## src/pga_port_a_end.sv

```systemverilog
`timescale 1ns/10ps
`default_nettype none
`default_nettype wire

```

## src/pga_pkg.sv

```systemverilog
// Notes on behaviour
// - latch six bits wide, five on narrow
// - narrow parts: bit five reads zero
// - direction bits seven, six read zero
// - direction one floats pin, zero drives
// - data read returns pins, write latches
// - set and clear port writes are read-modify-write
// - bit four open drain, Schmitt input
// - bit four feeds timer0 external clock
// - other pins push-pull, TTL inputs
// - analog config field picks analog pins
// - config field three bits, msb optional
// - after power-on analog pins read zero
// - direction still drives analog pins
// - bit three reference, bit five select
// - enabled peripheral pin is not GPIO
// - resets make inputs; low latch kept
package pga_pkg;

  localparam int ADDR_W = 10;
  localparam int DATA_W = 32;
  localparam int PIN_W  = 6;
  localparam int CFG_W  = 3;

  // register indices; byte address is four times the index
  localparam logic [7:0] DATA_IDX  = 8'h05;
  localparam logic [7:0] DIR_IDX   = 8'h85;
  localparam logic [7:0] CFG_IDX   = 8'h9f;
  localparam logic [7:0] SET_IDX   = 8'h40;
  localparam logic [7:0] CLR_IDX   = 8'h41;

  localparam logic [ADDR_W-1:0] DATA_ADDR = {DATA_IDX, 2'b00};
  localparam logic [ADDR_W-1:0] DIR_ADDR  = {DIR_IDX, 2'b00};
  localparam logic [ADDR_W-1:0] CFG_ADDR  = {CFG_IDX, 2'b00};
  localparam logic [ADDR_W-1:0] SET_ADDR  = {SET_IDX, 2'b00};
  localparam logic [ADDR_W-1:0] CLR_ADDR  = {CLR_IDX, 2'b00};

  localparam int OD_BIT   = 4;
  localparam int VREF_BIT = 3;
  localparam int SS_BIT   = 5;

  localparam logic [PIN_W-1:0] IMPL_WIDE   = 6'h3f;
  localparam logic [PIN_W-1:0] IMPL_NARROW = 6'h1f;
  localparam logic [PIN_W-1:0] OD_MASK     = 6'h10;
  localparam logic [PIN_W-1:0] SS_MASK     = 6'h20;
  localparam logic [PIN_W-1:0] DIR_RESET   = 6'h3f;
  localparam logic [PIN_W-1:0] LATCH_RESET = 6'h00;
  localparam logic [CFG_W-1:0] CFG_RESET   = 3'h0;
  localparam logic [CFG_W-1:0] CFG_MSB     = 3'h4;
  localparam logic [CFG_W-1:0] CFG_DIGITAL = 3'h7;

  // analog pin mask per config value, index 7 first
  localparam logic [7:0][PIN_W-1:0] ANALOG_MAP = {
    6'h00, 6'h00, 6'h0b, 6'h0b, 6'h0b, 6'h0f, 6'h2f, 6'h2f
  };
  // config values that turn bit three into the reference input
  localparam logic [7:0] VREF_MAP = 8'h2a;

  typedef enum logic [1:0] {
    PGA_IDLE   = 2'b00,
    PGA_ANSWER = 2'b01
  } pga_state_t;

  typedef struct packed {
    logic              psel;
    logic              penable;
    logic              pwrite;
    logic [ADDR_W-1:0] paddr;
    logic [DATA_W-1:0] pwdata;
    logic [3:0]        pstrb;
  } pga_apb_req_t;

  typedef struct packed {
    logic              pready;
    logic              pslverr;
    logic [DATA_W-1:0] prdata;
  } pga_apb_rsp_t;

endpackage : pga_pkg

```

## src/pga_sync.sv

```systemverilog
`timescale 1ns/10ps
`default_nettype none
module pga_sync #(
  parameter int W = 1
) (
  // clock and reset
  input  wire logic         clk,
  input  wire logic         reset,
  // level in and synchronised level out
  input  wire logic [W-1:0] d,
  output var  logic [W-1:0] q
);

  logic [W-1:0] meta_q;

  always_ff @(posedge clk or posedge reset) begin
    if (reset) begin
      meta_q <= '0;
      q      <= '0;
    end else begin
      meta_q <= d;
      q      <= meta_q;
    end
  end

endmodule : pga_sync
`default_nettype wire

```

## src/pga_port_a.sv

```systemverilog
`timescale 1ns/10ps
`default_nettype none
module pga_port_a #(
  parameter bit WIDE_VARIANT = 1'b1
) (
  // clock and resets
  input  wire logic                  clk,
  input  wire logic                  reset,
  input  wire logic                  warmReset,
  // register bus
  input  wire pga_pkg::pga_apb_req_t apbReq,
  output var  pga_pkg::pga_apb_rsp_t apbRsp,
  // pads
  input  wire logic [5:0]            padIn,
  output var  logic [5:0]            padOut,
  output var  logic [5:0]            padOeN,
  // peripheral sharing
  input  wire logic                  ssPortEnable,
  output var  logic                  timer0ExternalClockIn,
  output var  logic                  ssSelectIn,
  output var  logic [5:0]            analogPinMask,
  output var  logic                  vrefEnable
);
  import pga_pkg::*;

  localparam logic [PIN_W-1:0] IMPL = WIDE_VARIANT ? IMPL_WIDE : IMPL_NARROW;
  localparam logic [CFG_W-1:0] CFG_IMPL =
    WIDE_VARIANT ? 3'h7 : 3'h3;

  pga_state_t       state_q, state_d;
  pga_apb_rsp_t     rsp_q, rsp_d;
  logic [PIN_W-1:0] latch_q, latch_d;
  logic [PIN_W-1:0] dir_q, dir_d;
  logic [CFG_W-1:0] cfg_q, cfg_d;
  logic [PIN_W-1:0] padOut_q, padOut_d;
  logic [PIN_W-1:0] padOeN_q, padOeN_d;
  logic             timerClk_q;
  logic             ssSel_q;
  logic [PIN_W-1:0] analog_q, analog_d;
  logic             vref_q, vref_d;
  logic [PIN_W-1:0] pinSync;

  pga_sync #(.W(PIN_W)) u_sync (
    .clk   (clk),
    .reset (reset),
    .d     (padIn),
    .q     (pinSync)
  );

  // bus decode
  wire              setupPhase = apbReq.psel & ~apbReq.penable;
  wire              taken      = apbReq.psel & apbReq.penable &
                                 rsp_q.pready;
  wire              lane0      = apbReq.pstrb[0];
  wire              hitData    = apbReq.paddr == DATA_ADDR;
  wire              hitDir     = apbReq.paddr == DIR_ADDR;
  wire              hitCfg     = apbReq.paddr == CFG_ADDR;
  wire              hitSet     = apbReq.paddr == SET_ADDR;
  wire              hitClr     = apbReq.paddr == CLR_ADDR;
  wire              hitAny     = hitData | hitDir | hitCfg |
                                 hitSet | hitClr;
  wire              wrTaken    = taken & apbReq.pwrite & ~warmReset;
  wire [PIN_W-1:0]  wrBits     = apbReq.pwdata[PIN_W-1:0];

  wire [PIN_W-1:0]  analogMask = ANALOG_MAP[cfg_q] & IMPL & ~OD_MASK;
  // enabled select input takes bit five away from GPIO
  wire [PIN_W-1:0]  ssBlock    = (ssPortEnable & WIDE_VARIANT) ?
                                 SS_MASK : 6'h00;
  // analog and borrowed pins read zero
  wire [PIN_W-1:0]  digitalRd  = pinSync & IMPL & ~analogMask & ~ssBlock;
  // set and clear writes store sampled pins with the modification; data writes store the written bits
  wire [PIN_W-1:0]  rmwData    = lane0 ? wrBits : digitalRd;
  wire [PIN_W-1:0]  rmwSet     = digitalRd | (lane0 ? wrBits : 6'h00);
  wire [PIN_W-1:0]  rmwClr     = digitalRd & ~(lane0 ? wrBits : 6'h00);

  // data read shows pins, not the latch
  // absent and upper bits read zero
  wire [DATA_W-1:0] rdMux =
    (hitData | hitSet | hitClr) ? {26'h0, digitalRd} :
    hitDir                      ? {26'h0, dir_q & IMPL} :
    hitCfg                      ? {29'h0, cfg_q & CFG_IMPL} :
                                  32'h0;

  // bus answer: no wait state, read data comes from a flop loaded in the setup phase
  always_comb begin
    state_d = state_q;
    rsp_d   = rsp_q;
    case (state_q)
      PGA_IDLE: begin
        if (setupPhase) begin
          state_d       = PGA_ANSWER;
          rsp_d.pready  = 1'b1;
          rsp_d.pslverr = ~hitAny;
          rsp_d.prdata  = apbReq.pwrite ? 32'h0 : rdMux;
        end
      end
      PGA_ANSWER: begin
        state_d = PGA_IDLE;
        rsp_d   = '0;
      end
      default: begin
        state_d = PGA_IDLE;
        rsp_d   = '0;
      end
    endcase
  end

  // register writes and warm reset
  always_comb begin
    latch_d = latch_q;
    dir_d   = dir_q;
    cfg_d   = cfg_q;
    if (warmReset) begin
      dir_d = DIR_RESET & IMPL;
      cfg_d = CFG_RESET;
    end else if (wrTaken) begin
      if (hitData) latch_d = rmwData & IMPL;
      if (hitSet)  latch_d = rmwSet & IMPL;
      if (hitClr)  latch_d = rmwClr & IMPL;
      if (hitDir && lane0) dir_d = wrBits & IMPL;
      if (hitCfg && lane0) cfg_d = apbReq.pwdata[CFG_W-1:0] & CFG_IMPL;
    end
  end

  // pad drivers from the next register values
  always_comb begin
    // direction gates the driver, analog or not
    // push-pull pins drive the latch level
    padOut_d = latch_d & ~OD_MASK & IMPL;
    padOeN_d = dir_d | ~IMPL | ssBlock;
    padOeN_d[OD_BIT] = dir_d[OD_BIT] | latch_d[OD_BIT];
  end

  assign analog_d = ANALOG_MAP[cfg_d] & IMPL & ~OD_MASK;
  assign vref_d   = VREF_MAP[cfg_d];

  always_ff @(posedge clk or posedge reset) begin
    if (reset) begin
      state_q    <= PGA_IDLE;
      rsp_q      <= '0;
      latch_q    <= LATCH_RESET;
      dir_q      <= DIR_RESET & IMPL;
      cfg_q      <= CFG_RESET;
      padOut_q   <= LATCH_RESET;
      padOeN_q   <= DIR_RESET;
      timerClk_q <= 1'b0;
      ssSel_q    <= 1'b0;
      analog_q   <= ANALOG_MAP[CFG_RESET] & IMPL & ~OD_MASK;
      vref_q     <= VREF_MAP[CFG_RESET];
    end else begin
      state_q    <= state_d;
      rsp_q      <= rsp_d;
      latch_q    <= latch_d;
      dir_q      <= dir_d;
      cfg_q      <= cfg_d;
      padOut_q   <= padOut_d;
      padOeN_q   <= padOeN_d;
      timerClk_q <= pinSync[OD_BIT];
      ssSel_q    <= pinSync[SS_BIT] & WIDE_VARIANT;
      analog_q   <= analog_d;
      vref_q     <= vref_d;
    end
  end

  assign apbRsp                = rsp_q;
  assign padOut                = padOut_q;
  assign padOeN                = padOeN_q;
  assign timer0ExternalClockIn = timerClk_q;
  assign ssSelectIn            = ssSel_q;
  assign analogPinMask         = analog_q;
  assign vrefEnable            = vref_q;
endmodule : pga_port_a
`default_nettype wire

```

## config.mk

```make
export PLATFORM = sky130hd
export DESIGN_NAME = pga_port_a
export DESIGN_NICKNAME = d
export VERILOG_FILES = /design/src/pga_port_a_end.sv /design/src/pga_pkg.sv /design/src/pga_sync.sv /design/src/pga_port_a.sv
export SDC_FILE = /design/constraint.sdc
export NUM_CORES = 1
export LEC_CHECK = 0
export ABC_AREA = 1
export BUFFER_PORTS_ARGS = -buffer_cell sky130_fd_sc_hd__buf_2
export CORE_MARGIN = 2
export CORE_UTILIZATION = 30
export DETAILED_ROUTE_END_ITERATION = 10
export SLEW_MARGIN = 20
export SYNTH_ARGS = -nofsm -noshare
export SYNTH_HDL_FRONTEND = slang
export SYNTH_HIERARCHICAL = 1
export SYNTH_SLANG_ARGS = --single-unit
export TNS_END_PERCENT = 50
```

## constraint.sdc

```tcl
create_clock -name clk -period 1.4 [get_ports clk]
set_clock_uncertainty 0.2 [all_clocks]
set_input_delay 0.14 -clock clk [delete_from_list [all_inputs] [get_ports clk]]
set_output_delay 0.14 -clock clk [all_outputs]
set_load 0.03 [all_outputs]
```

Word level (Yosys, flattened, before mapping) --
Memories as Yosys holds them, arrays and structs flattened. A register that Yosys moved wholly into a read port is not among the register bits. Index checks and enable logic that the tools add are counted.
Word-level totals: bits in registers 76, ROM bits 104, input port bits 59, memories kept 3
Operators by class: order comparisons 1, equality and inequality tests 6, mux-type cells 23, bitwise logic cells 23, reductions and logical operators 3
Memories:
- (name not given) | words 8, bits a word 6, read ports 1, clocked after memory_dff 1, wr ports 0, line pga_port_a.sv:134 | assign analog_d = ANALOG_MAP[cfg_d] & IMPL & ~OD_MASK;
- (name not given) | words 8, bits a word 6, read ports 1, clocked after memory_dff 0, wr ports 0, line pga_port_a.sv:65 | wire [PIN_W-1:0] analogMask = ANALOG_MAP[cfg_q] & IMPL & ~OD_MASK;
- (name not given) | words 8, bits a word 1, read ports 1, clocked after memory_dff 1, wr ports 0, line pga_port_a.sv:135 | assign vref_d = VREF_MAP[cfg_d];
Operators with widths (number):
- 2-to-1 mux 6 bit | 15
- 2-to-1 mux 34 bit | 2
- equality test 10 bit, second input constant | 2
- equality test 10 x 9 -> 1 bit, second input constant | 2
- AND 6 bit | 3
- inverter 6 bit | 3
- 2-to-1 mux 3 bit | 4
- bitwise OR 6 bit | 2
- equality test 10 x 5 -> 1 bit, second input constant | 1
- bitwise OR 1 bit | 7
- AND 1 bit | 5
- < comparator 3 x 4 -> 1 bit, second input constant | 1
- 2-to-1 mux 2 bit | 2
- inverter 1 bit | 3
- logical AND 1 bit | 2
- zero test 2 bit | 1
- != test 2 bit, second input constant | 1

Logic depth before layout (Yosys ltp) --
depth in word-level cells 12, gate-level depth with buffers 10, mapped depth without buffers 10

Cells and area by module --
Netlist, hierarchy kept.
By module, submodules not included:
- pga_port_a | times used 1, cells an instance 287, area an instance 2074.5 sq um, seq. area each 789.5 sq um
- pga_sync | times used 1, cells an instance 13, area an instance 304.0 sq um, seq. area each 300.3 sq um

Worst setup path after synthesis --
No wires, ideal clock.
path type reg2reg, start point register rsp_q, in the netlist apbRsp[33], end point register vref_q (netlist: vrefEnable), setup time 0.119 ns, data arrival time 1.382 ns, data required time 1.081 ns, setup slack -0.302 ns, cell stages (with the launch flop) 10, buffers on the path 0, clock period less this slack 1.702 ns, path through dfrtp_1 nand2_1 nor2_1 nand2_1 nor2_4 nand2_2 nand2_1 nand3_2 nor2_1 nor2_1
On the way: longest elaborated chain between the ends 5
Ends and longest elaborated chain:
- start, declared | line pga_port_a.sv:31 | pga_apb_rsp_t rsp_q, rsp_d;
- start signal, assigned | line pga_port_a.sv:152 | rsp_q <= rsp_d;
- AND 1 bit | line pga_port_a.sv:52 | wire taken = apbReq.psel & apbReq.penable &
- AND 1 bit (2 in series) | line pga_port_a.sv:62 | wire wrTaken = taken & apbReq.pwrite & ~warmReset;
- 2-to-1 mux 3 bit | line pga_port_a.sv:116 | end else if (wrTaken) begin
- 2-to-1 mux 3 bit | line pga_port_a.sv:113 | if (warmReset) begin
- end, declared | line pga_port_a.sv:40 | logic vref_q, vref_d;
Every way passes these cells. A chain may end at the register's enable or synchronous reset.

Final worst setup path --
start point register rsp_q, in the netlist apbRsp[33], end point register latch_q[4]
On the way: longest elaborated chain between the ends 5
Ends and longest elaborated chain:
- AND 1 bit | line pga_port_a.sv:52
- AND 1 bit (2 in series) | line pga_port_a.sv:62
- 2-to-1 mux 6 bit | line pga_port_a.sv:116
- 2-to-1 mux 6 bit | line pga_port_a.sv:113
- named net latch_d[4] | line pga_port_a.sv:32 | logic [PIN_W-1:0] latch_q, latch_d;
- end signal, assigned | line pga_port_a.sv:153 | latch_q <= latch_d;
- end, declared | line pga_port_a.sv:32
The timed path passes the listed nets, and every way through them passes these cells.

==> out/metrics.cfg <==
[cts]
cts.sink_count = 43
cts.root.buffer_cell = sky130_fd_sc_hd__clkbuf_8
numCtsBuffers = 5
clock_tree.buffer_depth = 2
cts.clk_slew.worst_paths_ns = 0.09
clk_latency_ns = 0.30
cts_htree_levels = 2
cts_tree = done

[power]
report.power.total_w = 0.00303
vdd_ir_drop_max_mv = 0.492
static-leakage-power_nw = 1.71
power_per_cell_area_mw_per_mm2 = 948

[setup_path]
timing.critical_path.slowest_stage_cell = sky130_fd_sc_hd__dfrtp_2
worst-path-stages = 11
cp_slowest_stage_delay_ns = 0.41
r2r-start = apbRsp[33]
cpLargestDelayFamily = buffers and inverters
r2r.worst_path.cells = 11
worstPathRequired_ns = 1.40
worstPathBufferInverterCount = 6
reg2reg_setup_slack_ns = -0.11
critPathArrivalTime_ns = 1.50
worstSetupEndpoint = latch_q[4]
r2r-end = latch_q[4]
crit_path_cell_trace = nand2_2, nor2_4, buf_4, inv_2, nor2_4, buf_6, buf_4, nor2_1, inv_1, nand2_2, inv_1
cp_max_fo = 3
startpoint_type = register
crit_start = apbRsp[33]
timing.critical_path.to_type = register
worst-setup-path-type = register to register

[grt]
grt_pass1_vias = 1902
global_route_wire_length_before_repair_um = 9140
antenna_found_initial = 0
grt_max_degree = 32
grt.overflow.total = 0
gr-usage-all-layers = 0.135

[floorplanning]
die_y_um = 93.0
pin_count = 114
core.rowCount = 32
die_width_um = 93.0
core_area_mm2 = 0.00769
design.die.area_mm2 = 0.00866
initial_utilization = 0.309

[route]
via_count = 2046
drt-wirelength-per-cell_um = 11.5
totalWireLength_um = 5680
drt_drc_violations_left = 0
drt-pass1-iter-count = 4
viasPerCell = 4.13
dr_wl_met3_um = 319
antenna_left = 0
dr.first_iter.drc_count = 92
dr_wl_met2_um = 2720
drt-met1-wl_um = 2600
dr.max_layer_used = met4

[cells_and_area]
fillCellCount = 790
syn_to_final_growth_pct = 34.2
layout.cells.most_common_list = 76 x sky130_fd_sc_hd__nand2_1, 53 x sky130_fd_sc_hd__buf_2, 42 x sky130_fd_sc_hd__inv_1
antenna-diode-count = 0
layout.cells.most_common = sky130_fd_sc_hd__nand2_1
nNetsFinal = 451
share_of_cells_above_drive_strength_1 = 0.356

[synthesis]
synth_sequential_area_ratio = 0.458
synth.top_cell.area_share = 0.337
synth.yosys.warnings = 6
mean_syn_cell_area_um2 = 7.93
synthesis.area_mm2 = 0.00238
synth_cells = 300
synth_area_leaders = sky130_fd_sc_hd__dfrtp_1 34%, sky130_fd_sc_hd__nand2_1 13%, sky130_fd_sc_hd__buf_4 12%
synth_cell_types = 26
yosysTopAreaCell = sky130_fd_sc_hd__dfrtp_1
ys_seq_elements = 43

[timing]
setup_ws_ns = -0.109
final-hold-violation-count = 0
shortest_clock_period_the_worst_path_allows_after_layout_ns = 1.51
setup_viol = 19
timing.fmax_mhz = 663
grt_setup_unrepaired = yes
final_slew_violations = 0
period_share = 1.08

[run]
max_cap_viol_count = 0

[placed_design]
gp_congestion = 0.880
io_buffer_count = 56
dpl_worst_slack_ns = -0.222
place.detailed.hpwl_um = 4390

[run_status]
violations = negative setup slack
run_status = complete, but fails checks

[hold_path]
min_path_type = primary input to register

[area by class of cell]
class / count / area, µm² / area share
clock buffers: 6 / 72.6 / 0.0227
clock inverters: 2 / 37.5 / 0.0118
inverters: 47 / 179 / 0.0560
multi-input cells: 196 / 1010 / 0.316
flip-flops and latches: 43 / 1090 / 0.342
well taps: 102 / 128 / 0.0400
repair buffers: 99 / 676 / 0.212
[state kept, by name (all words and copies together) (netlist names)]
signal / count
ssSelectIn: 1
cfg_q: 3
apbRsp: 8
vrefEnable: 1
latch_q: 5
u_sync/meta_q: 6
padOut: 1
analogPinMask: 3
u_sync/q: 6
dir_q: 2
padOeN: 6
timer0ExternalClockIn: 1
[cell usage after synthesis]
master / instances
sky130_fd_sc_hd__nand4_1: 3
sky130_fd_sc_hd__o22ai_2: 2
sky130_fd_sc_hd__buf_4: 39
sky130_fd_sc_hd__nand3_2: 3
sky130_fd_sc_hd__nand2_2: 3
sky130_fd_sc_hd__a21oi_1: 8
sky130_fd_sc_hd__nor2_2: 1
sky130_fd_sc_hd__buf_6: 1
sky130_fd_sc_hd__o21ai_0: 9
sky130_fd_sc_hd__nand3_1: 21
sky130_fd_sc_hd__nand3b_1: 2
sky130_fd_sc_hd__inv_1: 45
sky130_fd_sc_hd__nand2_1: 84
sky130_fd_sc_hd__nand3_4: 1
sky130_fd_sc_hd__buf_2: 1
sky130_fd_sc_hd__nor2_4: 3
sky130_fd_sc_hd__o22ai_1: 4
sky130_fd_sc_hd__inv_2: 2
sky130_fd_sc_hd__o21ai_2: 1
sky130_fd_sc_hd__nor2_1: 18
sky130_fd_sc_hd__nor3_1: 1
sky130_fd_sc_hd__o211ai_1: 1
sky130_fd_sc_hd__o21ai_1: 3
sky130_fd_sc_hd__dfrtp_1: 32
sky130_fd_sc_hd__conb_1: 1
sky130_fd_sc_hd__dfstp_2: 11
[stage by stage]
step,cell area (µm²),hold WS [ns],util,instances,TNS (ns)
after floorplan,2490,-0.195,-,327,-1.82
after global placement,2800,-0.0408,0.365,471,-3.04
after detailed placement,2800,-0.0332,0.365,471,-3.61
after CTS,3130,0.0768,0.407,495,-1.06
after global routing,3190,0.115,0.415,495,-2.73
final,3190,0.0610,0.415,495,-0.787
[cell families after synthesis]
family          Yosys count  share of synthesized area
simple gates            140                      0.266
buf+inv                  88                      0.204
flops                    43                      0.458
compound gates           28                     0.0700
other cells               1                    0.00158
[worst min-delay path, stage by stage]
cell and delay, ns:
sky130_fd_sc_hd__buf_2 0.15, sky130_fd_sc_hd__nand4_1 0.10, sky130_fd_sc_hd__nand3_1 0.08, sky130_fd_sc_hd__nand2_1 0.06
[where the power goes]
group / switching (W) / total, W / internal, W
Sequential: 0.0000363 / 0.00135 / 0.00131
Clock: 0.000441 / 0.000974 / 0.000533
Combinational: 0.000455 / 0.000705 / 0.000250
Total: 0.000933 / 0.00303 / 0.00209
[layer usage]
layer,vias to the layer above,track usage
li1,1042,-
met1,935,0.179
met2,63,0.228
met3,6,0.0290
met4,0,0.0257
met5,-,0
[what timing repair did]
item | in CTS | in global routing
endpoints found under the hold margin | 46 | 0
resized for setup | 18 | 16
endpoints found under the setup margin | 24 | 31
pin swaps | 11 | 10
setup buffers | 2 | 1
cloned | 0 | 0
hold buffers | 14 | 0
[worst min-delay path by stage]
stage	cells past startpoint	to	startpoint	slack, ns
floorplan	1	u_sync/meta_q[0]	reset	-0.20
global placement	2	u_sync/meta_q[5]	reset	-0.04
detailed placement	2	u_sync/meta_q[5]	reset	-0.03
CTS	5	apbRsp[5]	apbReq[48]	0.08
global route	5	apbRsp[0]	apbReq[48]	0.11
finish	4	padOut[5]	apbReq[0]	0.06
Power figures use the tool's default switching activity.
